$ cat config.mk
export PLATFORM = sky130hd
export DESIGN_NAME = port9_function_select_pullup
export DESIGN_NICKNAME = d
export VERILOG_FILES = /design/src/rtl/port9_mux_pkg.sv /design/src/rtl/port9_pin_decode.sv /design/src/rtl/port9_function_select_pullup.sv
export VERILOG_INCLUDE_DIRS = /design/src /design/src/rtl
export SDC_FILE = /design/constraint.sdc
export NUM_CORES = 1
export LEC_CHECK = 0
export BUFFER_PORTS_ARGS = -buffer_cell sky130_fd_sc_hd__buf_4
export CORE_UTILIZATION = 50
export DETAILED_ROUTE_END_ITERATION = 10
export HOLD_SLACK_MARGIN = 0.03
export MAX_ROUTING_LAYER = met4
export PLACE_DENSITY = 0.8
export SLEW_MARGIN = 20
export SYNTH_ARGS = -nofsm -noshare
export SYNTH_HDL_FRONTEND = slang
export SYNTH_SLANG_ARGS = --single-unit
$ cat constraint.sdc
create_clock -name ref_clk -period 2.2 [get_ports ref_clk]
set_input_delay 0.44 -clock ref_clk [delete_from_list [all_inputs] [get_ports ref_clk]]
set_output_delay 0.44 -clock ref_clk [all_outputs]
set_load 0.02 [all_outputs]
$ cat src/rtl/port9_mux_cfg.svh
`ifndef PORT9_MUX_CFG_SVH
`define PORT9_MUX_CFG_SVH

// apb byte addresses
`define P9_OFS_FSEL 8'h00
`define P9_OFS_FEXP 8'h04
`define P9_OFS_MODE 8'h08
`define P9_OFS_PU 8'h0C
`define P9_OFS_PU_LO 8'h10
`define P9_OFS_PU_HI 8'h14

// reset values and implemented bits
`define P9_RST_VAL 16'h0000
`define P9_FEXP_MASK 16'h20FF

`endif

$ cat src/rtl/port9_mux_pkg.sv
package port9_mux_pkg;

  // per-pin routing decision
  typedef enum logic [2:0] {
    RT_GPIO,
    RT_OFF,
    RT_ALT_A,
    RT_ALT_B,
    RT_ALT_C
  } route_t;

  // peripheral signals that may drive pins
  typedef struct packed {
    logic programmable_clock_out;
    logic serial2_clock_out;
    logic serial2_clock_oe;
    logic serial2_data_out;
    logic serial1_clock_out;
    logic serial1_clock_oe;
    logic serial1_data_out;
    logic timer_p2_ch0_out;
    logic timer_p2_ch1_out;
    logic [3:0] timer_q1_out;
    logic uart1_transmit_out;
  } periph_drive_t;

  // pin levels handed to peripherals
  typedef struct packed {
    logic ext_interrupt_in_6;
    logic ext_interrupt_in_5;
    logic ext_interrupt_in_4;
    logic serial2_clock_in;
    logic serial2_data_in;
    logic serial1_clock_in;
    logic serial1_data_in;
    logic timer_p2_ch0_capture_in;
    logic timer_p2_ch1_capture_in;
    logic [3:0] timer_q1_in;
    logic key_return_in_7;
    logic key_return_in_6;
    logic uart1_receive_in;
  } periph_sense_t;

endpackage

$ cat src/rtl/port9_pin_decode.sv
`timescale 1ns/1ps
module port9_pin_decode import port9_mux_pkg::*; #(
  parameter int PIN = 0
) (
  // per-pin control bits
  input wire logic mode,
  input wire logic fsel,
  input wire logic fexp,
  // decoded route
  output route_t route
);

  logic [1:0] pair;

  assign pair = {fexp, fsel};

  // decode expansion/select pair for this pin
  always_comb begin
    route = RT_OFF;
    if (!mode) begin
      route = RT_GPIO;
    end else begin
      case (PIN)
        15, 14, 12, 11, 10, 9, 8: begin
          route = fsel ? RT_ALT_A : RT_OFF;
        end
        13, 5, 4, 3, 2, 1, 0: begin
          case (pair)
            2'b01: route = RT_ALT_A;
            2'b10: route = RT_ALT_B;
            default: route = RT_OFF;
          endcase
        end
        7: begin
          case (pair)
            2'b01: route = RT_ALT_A;
            2'b10: route = RT_ALT_B;
            2'b11: route = RT_ALT_C;
            default: route = RT_OFF;
          endcase
        end
        6: begin
          case (pair)
            2'b10: route = RT_ALT_B;
            2'b11: route = RT_ALT_C;
            default: route = RT_OFF;
          endcase
        end
        default: route = RT_OFF;
      endcase
    end
  end

endmodule // port9_pin_decode

$ cat src/rtl/port9_function_select_pullup.sv
`timescale 1ns/1ps
`include "port9_mux_cfg.svh"
module port9_function_select_pullup import port9_mux_pkg::*; #(
  parameter int ADDR_W = 8
) (
  // clock and reset
  input wire logic ref_clk,
  input wire logic sys_rst,
  // apb slave
  input wire logic psel,
  input wire logic penable,
  input wire logic pwrite,
  input wire logic [ADDR_W-1:0] paddr,
  input wire logic [31:0] pwdata,
  input wire logic [3:0] pstrb,
  output logic [31:0] prdata,
  output logic pready,
  output logic pslverr,
  // gpio side of each pin
  input wire logic [15:0] gpio_out,
  input wire logic [15:0] gpio_oe,
  output logic [15:0] gpio_in,
  // peripheral side
  input wire periph_drive_t periph_drive,
  output periph_sense_t periph_sense,
  // pads
  input wire logic [15:0] pad_in,
  output logic [15:0] pad_out,
  output logic [15:0] pad_oe,
  output logic [15:0] pullup_en
);

  // control and pull-up registers
  logic [15:0] fsel_r, fsel_nxt;
  logic [15:0] fexp_r, fexp_nxt;
  logic [15:0] mode_r, mode_nxt;
  logic [15:0] pu_r, pu_nxt;
  // bus answer
  logic pready_r, pready_nxt;
  logic pslverr_r, pslverr_nxt;
  logic [31:0] prdata_r, prdata_nxt;
  // pad synchroniser and pin outputs
  logic [15:0] sync1_r, sync1_nxt;
  logic [15:0] sync2_r, sync2_nxt;
  logic [15:0] pad_out_r, pad_out_nxt;
  logic [15:0] pad_oe_r, pad_oe_nxt;
  periph_sense_t sense_r, sense_nxt;
  // per-pin decode and bus helpers
  route_t route [16];
  logic [7:0] addr;
  logic commit;
  logic hit;

  // offset decode and the edge at which a transfer completes
  assign addr = paddr[7:0];
  assign commit = psel && penable && pready_r;

  // one decoder per pin
  for (genvar i = 0; i < 16; i++) begin : g_pin
    port9_pin_decode #(
      .PIN(i)
    ) u_dec (
      .mode(mode_r[i]),
      .fsel(fsel_r[i]),
      .fexp(fexp_r[i]),
      .route(route[i])
    );
  end

  // apply byte lanes 0 and 1 to a 16-bit register
  function automatic logic [15:0] lane_wr(
    input logic [15:0] cur,
    input logic [31:0] wd,
    input logic [3:0] st
  );
    logic [15:0] res;
    res = cur;
    if (st[0]) begin
      res[7:0] = wd[7:0];
    end
    if (st[1]) begin
      res[15:8] = wd[15:8];
    end
    return res;
  endfunction

  // apb answer: one cycle into the access phase
  always_comb begin
    pready_nxt = 1'b0;
    pslverr_nxt = 1'b0;
    prdata_nxt = prdata_r;
    hit = 1'b1;
    if (psel && penable && !pready_r) begin
      pready_nxt = 1'b1;
      prdata_nxt = 32'h0000_0000;
      case (addr)
        `P9_OFS_FSEL: prdata_nxt[15:0] = fsel_r;
        `P9_OFS_FEXP: prdata_nxt[15:0] = fexp_r;
        `P9_OFS_MODE: prdata_nxt[15:0] = mode_r;
        `P9_OFS_PU: prdata_nxt[15:0] = pu_r;
        `P9_OFS_PU_LO: prdata_nxt[7:0] = pu_r[7:0];
        `P9_OFS_PU_HI: prdata_nxt[7:0] = pu_r[15:8];
        default: hit = 1'b0;
      endcase
      // unmapped offsets answer with an error and read zero
      pslverr_nxt = !hit;
    end
  end

  // bus answer registers: pready and pslverr last one cycle, prdata holds its value until the next access
  always_ff @(posedge ref_clk) begin
    if (sys_rst) begin
      pready_r <= 1'b0;
      pslverr_r <= 1'b0;
      prdata_r <= 32'h0000_0000;
    end else begin
      pready_r <= pready_nxt;
      pslverr_r <= pslverr_nxt;
      prdata_r <= prdata_nxt;
    end
  end

  // register writes land only at the edge that sees pready high
  always_comb begin
    fsel_nxt = fsel_r;
    fexp_nxt = fexp_r;
    mode_nxt = mode_r;
    pu_nxt = pu_r;
    if (commit && pwrite) begin
      case (addr)
        `P9_OFS_FSEL: begin
          fsel_nxt = lane_wr(fsel_r, pwdata, pstrb);
        end
        `P9_OFS_FEXP: begin
          // only bits 13 and 7..0 of the expansion register exist
          fexp_nxt = lane_wr(fexp_r, pwdata, pstrb) & `P9_FEXP_MASK;
        end
        `P9_OFS_MODE: begin
          mode_nxt = lane_wr(mode_r, pwdata, pstrb);
        end
        `P9_OFS_PU: begin
          pu_nxt = lane_wr(pu_r, pwdata, pstrb);
        end
        `P9_OFS_PU_LO: begin
          if (pstrb[0]) pu_nxt[7:0] = pwdata[7:0];
        end
        `P9_OFS_PU_HI: begin
          // byte view bits 7..0 land on register bits 15..8
          if (pstrb[0]) pu_nxt[15:8] = pwdata[7:0];
        end
        default: ;
      endcase
    end
  end

  // control and pull-up registers
  always_ff @(posedge ref_clk) begin
    if (sys_rst) begin
      fsel_r <= `P9_RST_VAL;
      fexp_r <= `P9_RST_VAL;
      mode_r <= `P9_RST_VAL;
      pu_r <= `P9_RST_VAL;
    end else begin
      fsel_r <= fsel_nxt;
      fexp_r <= fexp_nxt;
      mode_r <= mode_nxt;
      pu_r <= pu_nxt;
    end
  end

  // pad synchroniser: two stages before any logic reads a pad
  always_comb begin
    sync1_nxt = pad_in;
    sync2_nxt = sync1_r;
  end

  // synchroniser stages, only the second is read by logic
  always_ff @(posedge ref_clk) begin
    if (sys_rst) begin
      sync1_r <= 16'h0000;
      sync2_r <= 16'h0000;
    end else begin
      sync1_r <= sync1_nxt;
      sync2_r <= sync2_nxt;
    end
  end

  // pad drive: gpio in port mode, the chosen peripheral otherwise
  always_comb begin
    int ch;
    ch = 0;
    pad_out_nxt = 16'h0000;
    pad_oe_nxt = 16'h0000;
    // port mode: gpio data and enable pass through
    for (int i = 0; i < 16; i++) begin
      if (route[i] == RT_GPIO) begin
        pad_out_nxt[i] = gpio_out[i];
        pad_oe_nxt[i] = gpio_oe[i];
      end
    end
    // programmable clock output on pin 13
    if (route[13] == RT_ALT_B) begin
      pad_out_nxt[13] = periph_drive.programmable_clock_out;
      pad_oe_nxt[13] = 1'b1;
    end
    // serial channel 2: clock drives only while the unit enables it
    if (route[12] == RT_ALT_A) begin
      pad_out_nxt[12] = periph_drive.serial2_clock_out;
      pad_oe_nxt[12] = periph_drive.serial2_clock_oe;
    end
    if (route[11] == RT_ALT_A) begin
      pad_out_nxt[11] = periph_drive.serial2_data_out;
      pad_oe_nxt[11] = 1'b1;
    end
    // serial channel 1: clock drives only while the unit enables it
    if (route[9] == RT_ALT_A) begin
      pad_out_nxt[9] = periph_drive.serial1_clock_out;
      pad_oe_nxt[9] = periph_drive.serial1_clock_oe;
    end
    if (route[8] == RT_ALT_A) begin
      pad_out_nxt[8] = periph_drive.serial1_data_out;
      pad_oe_nxt[8] = 1'b1;
    end
    // timer p2 outputs
    if (route[7] == RT_ALT_C) begin
      pad_out_nxt[7] = periph_drive.timer_p2_ch0_out;
      pad_oe_nxt[7] = 1'b1;
    end
    if (route[6] == RT_ALT_C) begin
      pad_out_nxt[6] = periph_drive.timer_p2_ch1_out;
      pad_oe_nxt[6] = 1'b1;
    end
    // timer q1 outputs: pins 5,4,3,2 carry channels 0,3,2,1
    for (int p = 2; p < 6; p++) begin
      ch = (p == 5) ? 0 : p - 1;
      if (route[p] == RT_ALT_B) begin
        pad_out_nxt[p] = periph_drive.timer_q1_out[ch];
        pad_oe_nxt[p] = 1'b1;
      end
    end
    // uart channel 1 transmit on pin 0
    if (route[0] == RT_ALT_B) begin
      pad_out_nxt[0] = periph_drive.uart1_transmit_out;
      pad_oe_nxt[0] = 1'b1;
    end
  end

  // peripheral inputs see the pad only while routed, else 0
  always_comb begin
    int ch;
    ch = 0;
    sense_nxt = '0;
    // external interrupt inputs
    sense_nxt.ext_interrupt_in_6 = (route[15] == RT_ALT_A) && sync2_r[15];
    sense_nxt.ext_interrupt_in_5 = (route[14] == RT_ALT_A) && sync2_r[14];
    sense_nxt.ext_interrupt_in_4 = (route[13] == RT_ALT_A) && sync2_r[13];
    // serial channel 2 clock and data in
    sense_nxt.serial2_clock_in = (route[12] == RT_ALT_A) && sync2_r[12];
    sense_nxt.serial2_data_in = (route[10] == RT_ALT_A) && sync2_r[10];
    // serial channel 1 clock and data in
    sense_nxt.serial1_clock_in = (route[9] == RT_ALT_A) && sync2_r[9];
    sense_nxt.serial1_data_in = (route[7] == RT_ALT_A) && sync2_r[7];
    // timer p2 capture inputs
    sense_nxt.timer_p2_ch0_capture_in = (route[7] == RT_ALT_B) && sync2_r[7];
    sense_nxt.timer_p2_ch1_capture_in = (route[6] == RT_ALT_B) && sync2_r[6];
    // timer q1 inputs: pins 5,4,3,2 carry channels 0,3,2,1
    for (int p = 2; p < 6; p++) begin
      ch = (p == 5) ? 0 : p - 1;
      sense_nxt.timer_q1_in[ch] = (route[p] == RT_ALT_A) && sync2_r[p];
    end
    // key return and uart channel 1 receive
    sense_nxt.key_return_in_7 = (route[1] == RT_ALT_A || route[1] == RT_ALT_B) && sync2_r[1];
    sense_nxt.uart1_receive_in = (route[1] == RT_ALT_B) && sync2_r[1];
    sense_nxt.key_return_in_6 = (route[0] == RT_ALT_A) && sync2_r[0];
  end

  // registered pad drive
  always_ff @(posedge ref_clk) begin
    if (sys_rst) begin
      pad_out_r <= 16'h0000;
      pad_oe_r <= 16'h0000;
    end else begin
      pad_out_r <= pad_out_nxt;
      pad_oe_r <= pad_oe_nxt;
    end
  end

  // registered peripheral inputs
  always_ff @(posedge ref_clk) begin
    if (sys_rst) begin
      sense_r <= '0;
    end else begin
      sense_r <= sense_nxt;
    end
  end

  // bus answer
  assign prdata = prdata_r;
  assign pready = pready_r;
  assign pslverr = pslverr_r;
  // pin side
  assign gpio_in = sync2_r;
  assign pad_out = pad_out_r;
  assign pad_oe = pad_oe_r;
  assign pullup_en = pu_r;
  // peripheral side
  assign periph_sense = sense_r;

endmodule // port9_function_select_pullup

Word-level counts from Yosys, hierarchy flattened --
Index checks and enable logic that the tools add are counted.
Storage, ports and cells: register bits 155, latch bits 0, bits in writable memories 0, ROM bits 0, input port bits 111, output and inout bits 114, word-level logic and storage cells 237, memories 0
Operators by class: $add $sub $neg 0, multipliers 0, div/mod/pow operators 0, $lt $le $gt $ge 0, equal/unequal tests 52, shifts and indexed selects 0, mux-type cells 88, bitwise gates (word level) 5, reductions and logical operators 56
Operators by type and width (number):
- == test 3 x 2 -> 1 bit (second input constant) | 24
- 2-to-1 mux 1 bit | 51
- zero test 3 bit | 16
- 2-to-1 mux 3 bit | 16
- one-hot mux 8 bit (5 select lines) | 1
- one-hot mux 8 bit (4 select lines) | 1
- one-hot mux 2 bit (2 select lines) | 7
- == test 2 bit (second input constant) | 11
- AND reduction 3 bit | 7
- logical AND 1 bit | 20
- == test 2 x 1 -> 1 bit (second input constant) | 8
- == test 8 x 4 -> 1 bit (second input constant) | 2
- == test 8 x 5 -> 1 bit (second input constant) | 2
- 2-to-1 mux 8 bit | 2
- one-hot mux 8 bit (2 select lines) | 1
- 2-to-1 mux 2 bit | 7
- OR reduction 2 bit | 6
- one-hot mux 3 bit (3 select lines) | 1
- == test 8 x 3 -> 1 bit (second input constant) | 1
- zero test 8 bit | 1
- == test 3 bit (second input constant) | 2
- one-hot mux 3 bit (2 select lines) | 1
- OR reduction 6 bit | 1
- inverter 1 bit | 5
- other kinds (5) | 7

Logic depth before layout (Yosys ltp) --
depth after elaboration 6, gate-level depth with buffers 7, mapped depth without buffers 6

By module --
From an unflattened synthesis, not the netlist that was laid out.
Unflattened totals: cells, all modules 719, area total of the unflattened synthesis 7008.0 um2
By module, submodules not included:
- port9_function_select_pullup | instances 1, cells an instance 638, area an instance 6342.3 um2, seq. area each 3103.0 um2
- port9_pin_decode (g_pin[0].u_dec ...) | instances 7, cells an instance 6, area an instance 55.1 um2, seq. area each 0.0 um2
- port9_pin_decode (g_pin[10].u_dec ...) | instances 7, cells an instance 4, area an instance 27.5 um2, seq. area each 0.0 um2
- port9_pin_decode (g_pin[7].u_dec) | instances 1, cells an instance 8, area an instance 65.1 um2, seq. area each 0.0 um2
- port9_pin_decode (g_pin[6].u_dec) | instances 1, cells an instance 3, area an instance 22.5 um2, seq. area each 0.0 um2

Worst setup path after synthesis --
Ideal clock, no wire load.
path type input port to flip-flop, start point in paddr[4], end point reg fexp_r[0], library setup time 0.128 ns, data arrival time 1.673 ns, required time 2.072 ns, slack 0.400 ns, stages 5, buffers on the path 1, path through buf_2 > nor4_4 > nand4_2 > mux2i_1 > nor2_1
Between the ends: cells in the longest elaborated chain, start to end 2
RTL lines:
- from (decl) | line port9_function_select_pullup.sv:13 | input wire logic [ADDR_W-1:0] paddr,
- == test 8 x 3 -> 1 bit | line port9_function_select_pullup.sv:130 | case (addr)
- AND reduction 3 bit (no line)
- to (signal assigned) | line port9_function_select_pullup.sv:160 | fexp_r <= `P9_RST_VAL;
- to (signal assigned) | line port9_function_select_pullup.sv:165 | fexp_r <= fexp_nxt;
- to (decl) | line port9_function_select_pullup.sv:35 | logic [15:0] fexp_r, fexp_nxt;
Every way passes these cells. A chain may end at the register's enable or synchronous reset.

Worst setup path in the final report --
start point in paddr[2], end point reg fexp_r[6]
Same word-level chain as after synthesis.

==> results by group <==
Run status
  • Status: complete, no violations

Run
  • Maximum capacitance violations: 0

Place
  • DP HPWL: 12700 um
  • GP Congestion: between 0.8 and 0.9
  • Placed cell area: 0.00791 mm2
  • Port bufs: 190

Routing
  • DR WL/cell: 17.2 um
  • Routed wl met3: 1520 um
  • Top Metal Used: met4
  • M1 WL: 7010 um
  • Iter 0 DRT Violations: about 420
  • DR vias/cell: 5.62
  • Residual DRC: 0
  • Met2 Wirelength: roughly 8700 um
  • Antenna Violating Nets Remaining: 0
  • TritonRoute pass-1 iters: 5
  • WL final: 17700 um
  • Via Count: ~5800

Setup path
  • CP max stage delay: 0.54 ns
  • Crit-path max FO: 25
  • CP max stage cell: nor4b_1
  • CP cell instances: buf_4, nor4b_1, nand4_2, mux2i_1, nor2_1
  • CP arrival: 2.11 ns
  • CP required: around 2.5 ns
  • Crit. End Element: register
  • Critical path start-end classification: in2reg
  • Type of origin of the critical path: primary input

STA
  • Setup violators final: 0
  • Final Slew Violations: 0
  • Crit share post-route: 81.6%
  • Max Fclk: 557 MHz
  • Tightest Pin Transition: 0.697 ns
  • Slew margin rel.: 53.4%
  • Worst-case clock skew: 0.00785 ns
  • RSZ-0062 raised after global routing: false
  • Final min period: 1.79 ns
  • Hold Fails Final Rpt: 0
  • TNS Setup: 0 ns

Die
  • Die Area: around 0.013 mm2
  • Site row count: 40
  • Ports: approximately 230
  • Die W: around 110 um
  • Die Y: 114 um
  • Core ar.: around 0.012 mm2
  • Initial core utilization: 51.8%

Final layout
  • Core Util, Final: between 70 and 80%
  • Final Cell Area: 0.00852 mm2
  • Share of cells above drive strength 1: 30.2%
  • Number of antenna diodes: 0
  • Most frequent cells in the layout: 209 x buf_4, 155 x dfxtp_1, 55 x nand3_1, 55 x a21oi_1, 47 x o21ai_0
  • Final nets: approximately 1000
  • Syn-to-layout area delta: 35.2%
  • Most common cell after layout, fill and taps aside: buf_4

Power
  • Cell Pwr Density: 747 mW/mm2
  • Maximum vdd drop: 0.523 mV
  • LEAKAGE: 3.57 nW
  • Pwr Total: 0.00636 W

Hold path
  • Hold Path Class: in2reg

Synth
  • Ys Warns: 0
  • Cells after Synth: 662
  • Post-synthesis mux area share: 5.58%
  • Largest family of logic cells by synthesized area: simple AND/OR/NAND/NOR gates
  • Post-synth top area cell: dfxtp_1
  • Adder-cell share of the synthesized area: 3.37%
  • Synth top area share: about half
  • Ys async rst share: 0%
  • Post-Syn Area: between 0.006 and 0.007 mm2
  • Simple-gate share of the synthesized area: approximately 21%
  • Mapped Avg Cell Area: 9.52 um2
  • Top FF cell, synth: dfxtp_1
  • Synth Area in Compound Gates: 15.1%
  • Post-synth cell types: 48
  • XOR/XNOR share of the synthesized area: 0%
  • Seq/Total Area, Yosys: roughly half
  • Number of synthesized flops with an enable pin: 0
  • Area contributors post-synth: dfxtp_1 49%, mux2i_1 5.4%, a21oi_1 4.4%, nand3_1 4.4%, o21ai_0 3.7%
  • #FFs+latches synth: 155

GRT
  • First-pass GRT wire length: 27400 um
  • Vias in the first global route: roughly 5500
  • Initial antenna violation count: 0
  • GRT overflow: 0
  • Pin count of the biggest net entering global routing: 47
  • GRT Total Usage: 28.1%

Clock tree
  • TritonCTS Buffers: 17
  • Post-CTS Resized: 0
  • CTS Root Cell: clkbuf_16
  • Htree depth: 4
  • Clock Latency Late Sink: approximately 0.43 ns
  • Reg clk slew, reported paths: 0.06 ns
  • # hold bufs at CTS: 0
  • CTS max path bufs: 2
  • CTS tree: built
  • Sink Count: 155
  • Post-CTS Setup Bufs: 0
synth_stat cells (2+ instances only):
library cell	count
dfxtp_1	155
a21oi_1	55
nand3_1	55
o21ai_0	47
nor2_1	40
mux2i_1	34
nor2b_1	32
clkbuf_1	25
inv_1	18
ha_1	17
buf_4	16
nand2b_1	14
buf_2	13
nand2_1	13
and2_1	11
nor3b_1	11
nor3_1	10
a22oi_1	9
o22ai_1	9
a211oi_2	8
a222oi_1	8
a31oi_1	8
nand4b_1	7
o2bb2ai_1	7
and4b_1	6
and3_1	4
and4_1	3
buf_1	3
nand4_1	3
nor4b_1	2
or3_4	2
per-stage QoR:
stage          cells  hold WS, ns  worst slack (ns)
2_1_floorplan    677        0.414             0.400
3_3_place_gp     999        0.416             0.153
3_5_place_dp     999        0.420            0.0550
4_1_cts         1031        0.209             0.454
5_1_grt         1031        0.216             0.323
6_report        1031        0.222             0.405
logic make-up (layout without fill, tap and decap cells):
kind of cell               after synthesis  after routing
other                                    1             16
AOI/OAI and AO/OA                      154            154
DFF                                    155            155
muxes                                   35             35
adders and majority gates               17             17
and+or+nand+nor                        223            223
buffers and inverters                   77            263
registers in the layout, summed over array words and instances (netlist names):
| name | count |
|---|---|
| fexp_r | 9 |
| pslverr | 1 |
| fsel_r | 16 |
| pready | 1 |
| periph_sense | 16 |
| sync1_r | 16 |
| pad_out | 16 |
| mode_r | 16 |
| prdata | 16 |
| pullup_en | 16 |
| gpio_in | 16 |
| pad_oe | 16 |
worst paths after layout:
check	from	to	slack, ns	cells after the start
setup reg to reg	pready	pullup_en[9]	0.41	4
setup / recovery	paddr[2]	fexp_r[6]	0.41	5
hold / removal	pad_in[7]	sync1_r[7]	0.22	2
hold reg to reg	sync1_r[13]	gpio_in[13]	0.44	1
worst max-delay path: cells and delay by family:
kind	cells	cell delay (ns)
buf+inv	1	0.26
mux	1	0.31
simple gates	3	1.09
per-layer routing:
layer  up-vias  GRT usage, %
met2       317          46.2
met5         -             -
met3        39          6.35
li1       2705             -
met1      2735          32.7
met4         0          13.4
where the power goes:
group | switching [W] | leakage (nW) | internal [W]
combinational | 0.000267 | 2.01 | 0.000228
clock | 0.00116 | 0.294 | 0.00182
sequential | 0.0000183 | 1.26 | 0.00287
layout make-up:
cell class,count,area [um2]
clock buffers,19,443
repair buffers,213,1650
flip-flops and latches,155,3100
clock inverters,13,164
fillers,934,3640
multi-input cells,445,2880
inverters,18,67.6
well taps,168,210
(Power assumes the default switching activity.)
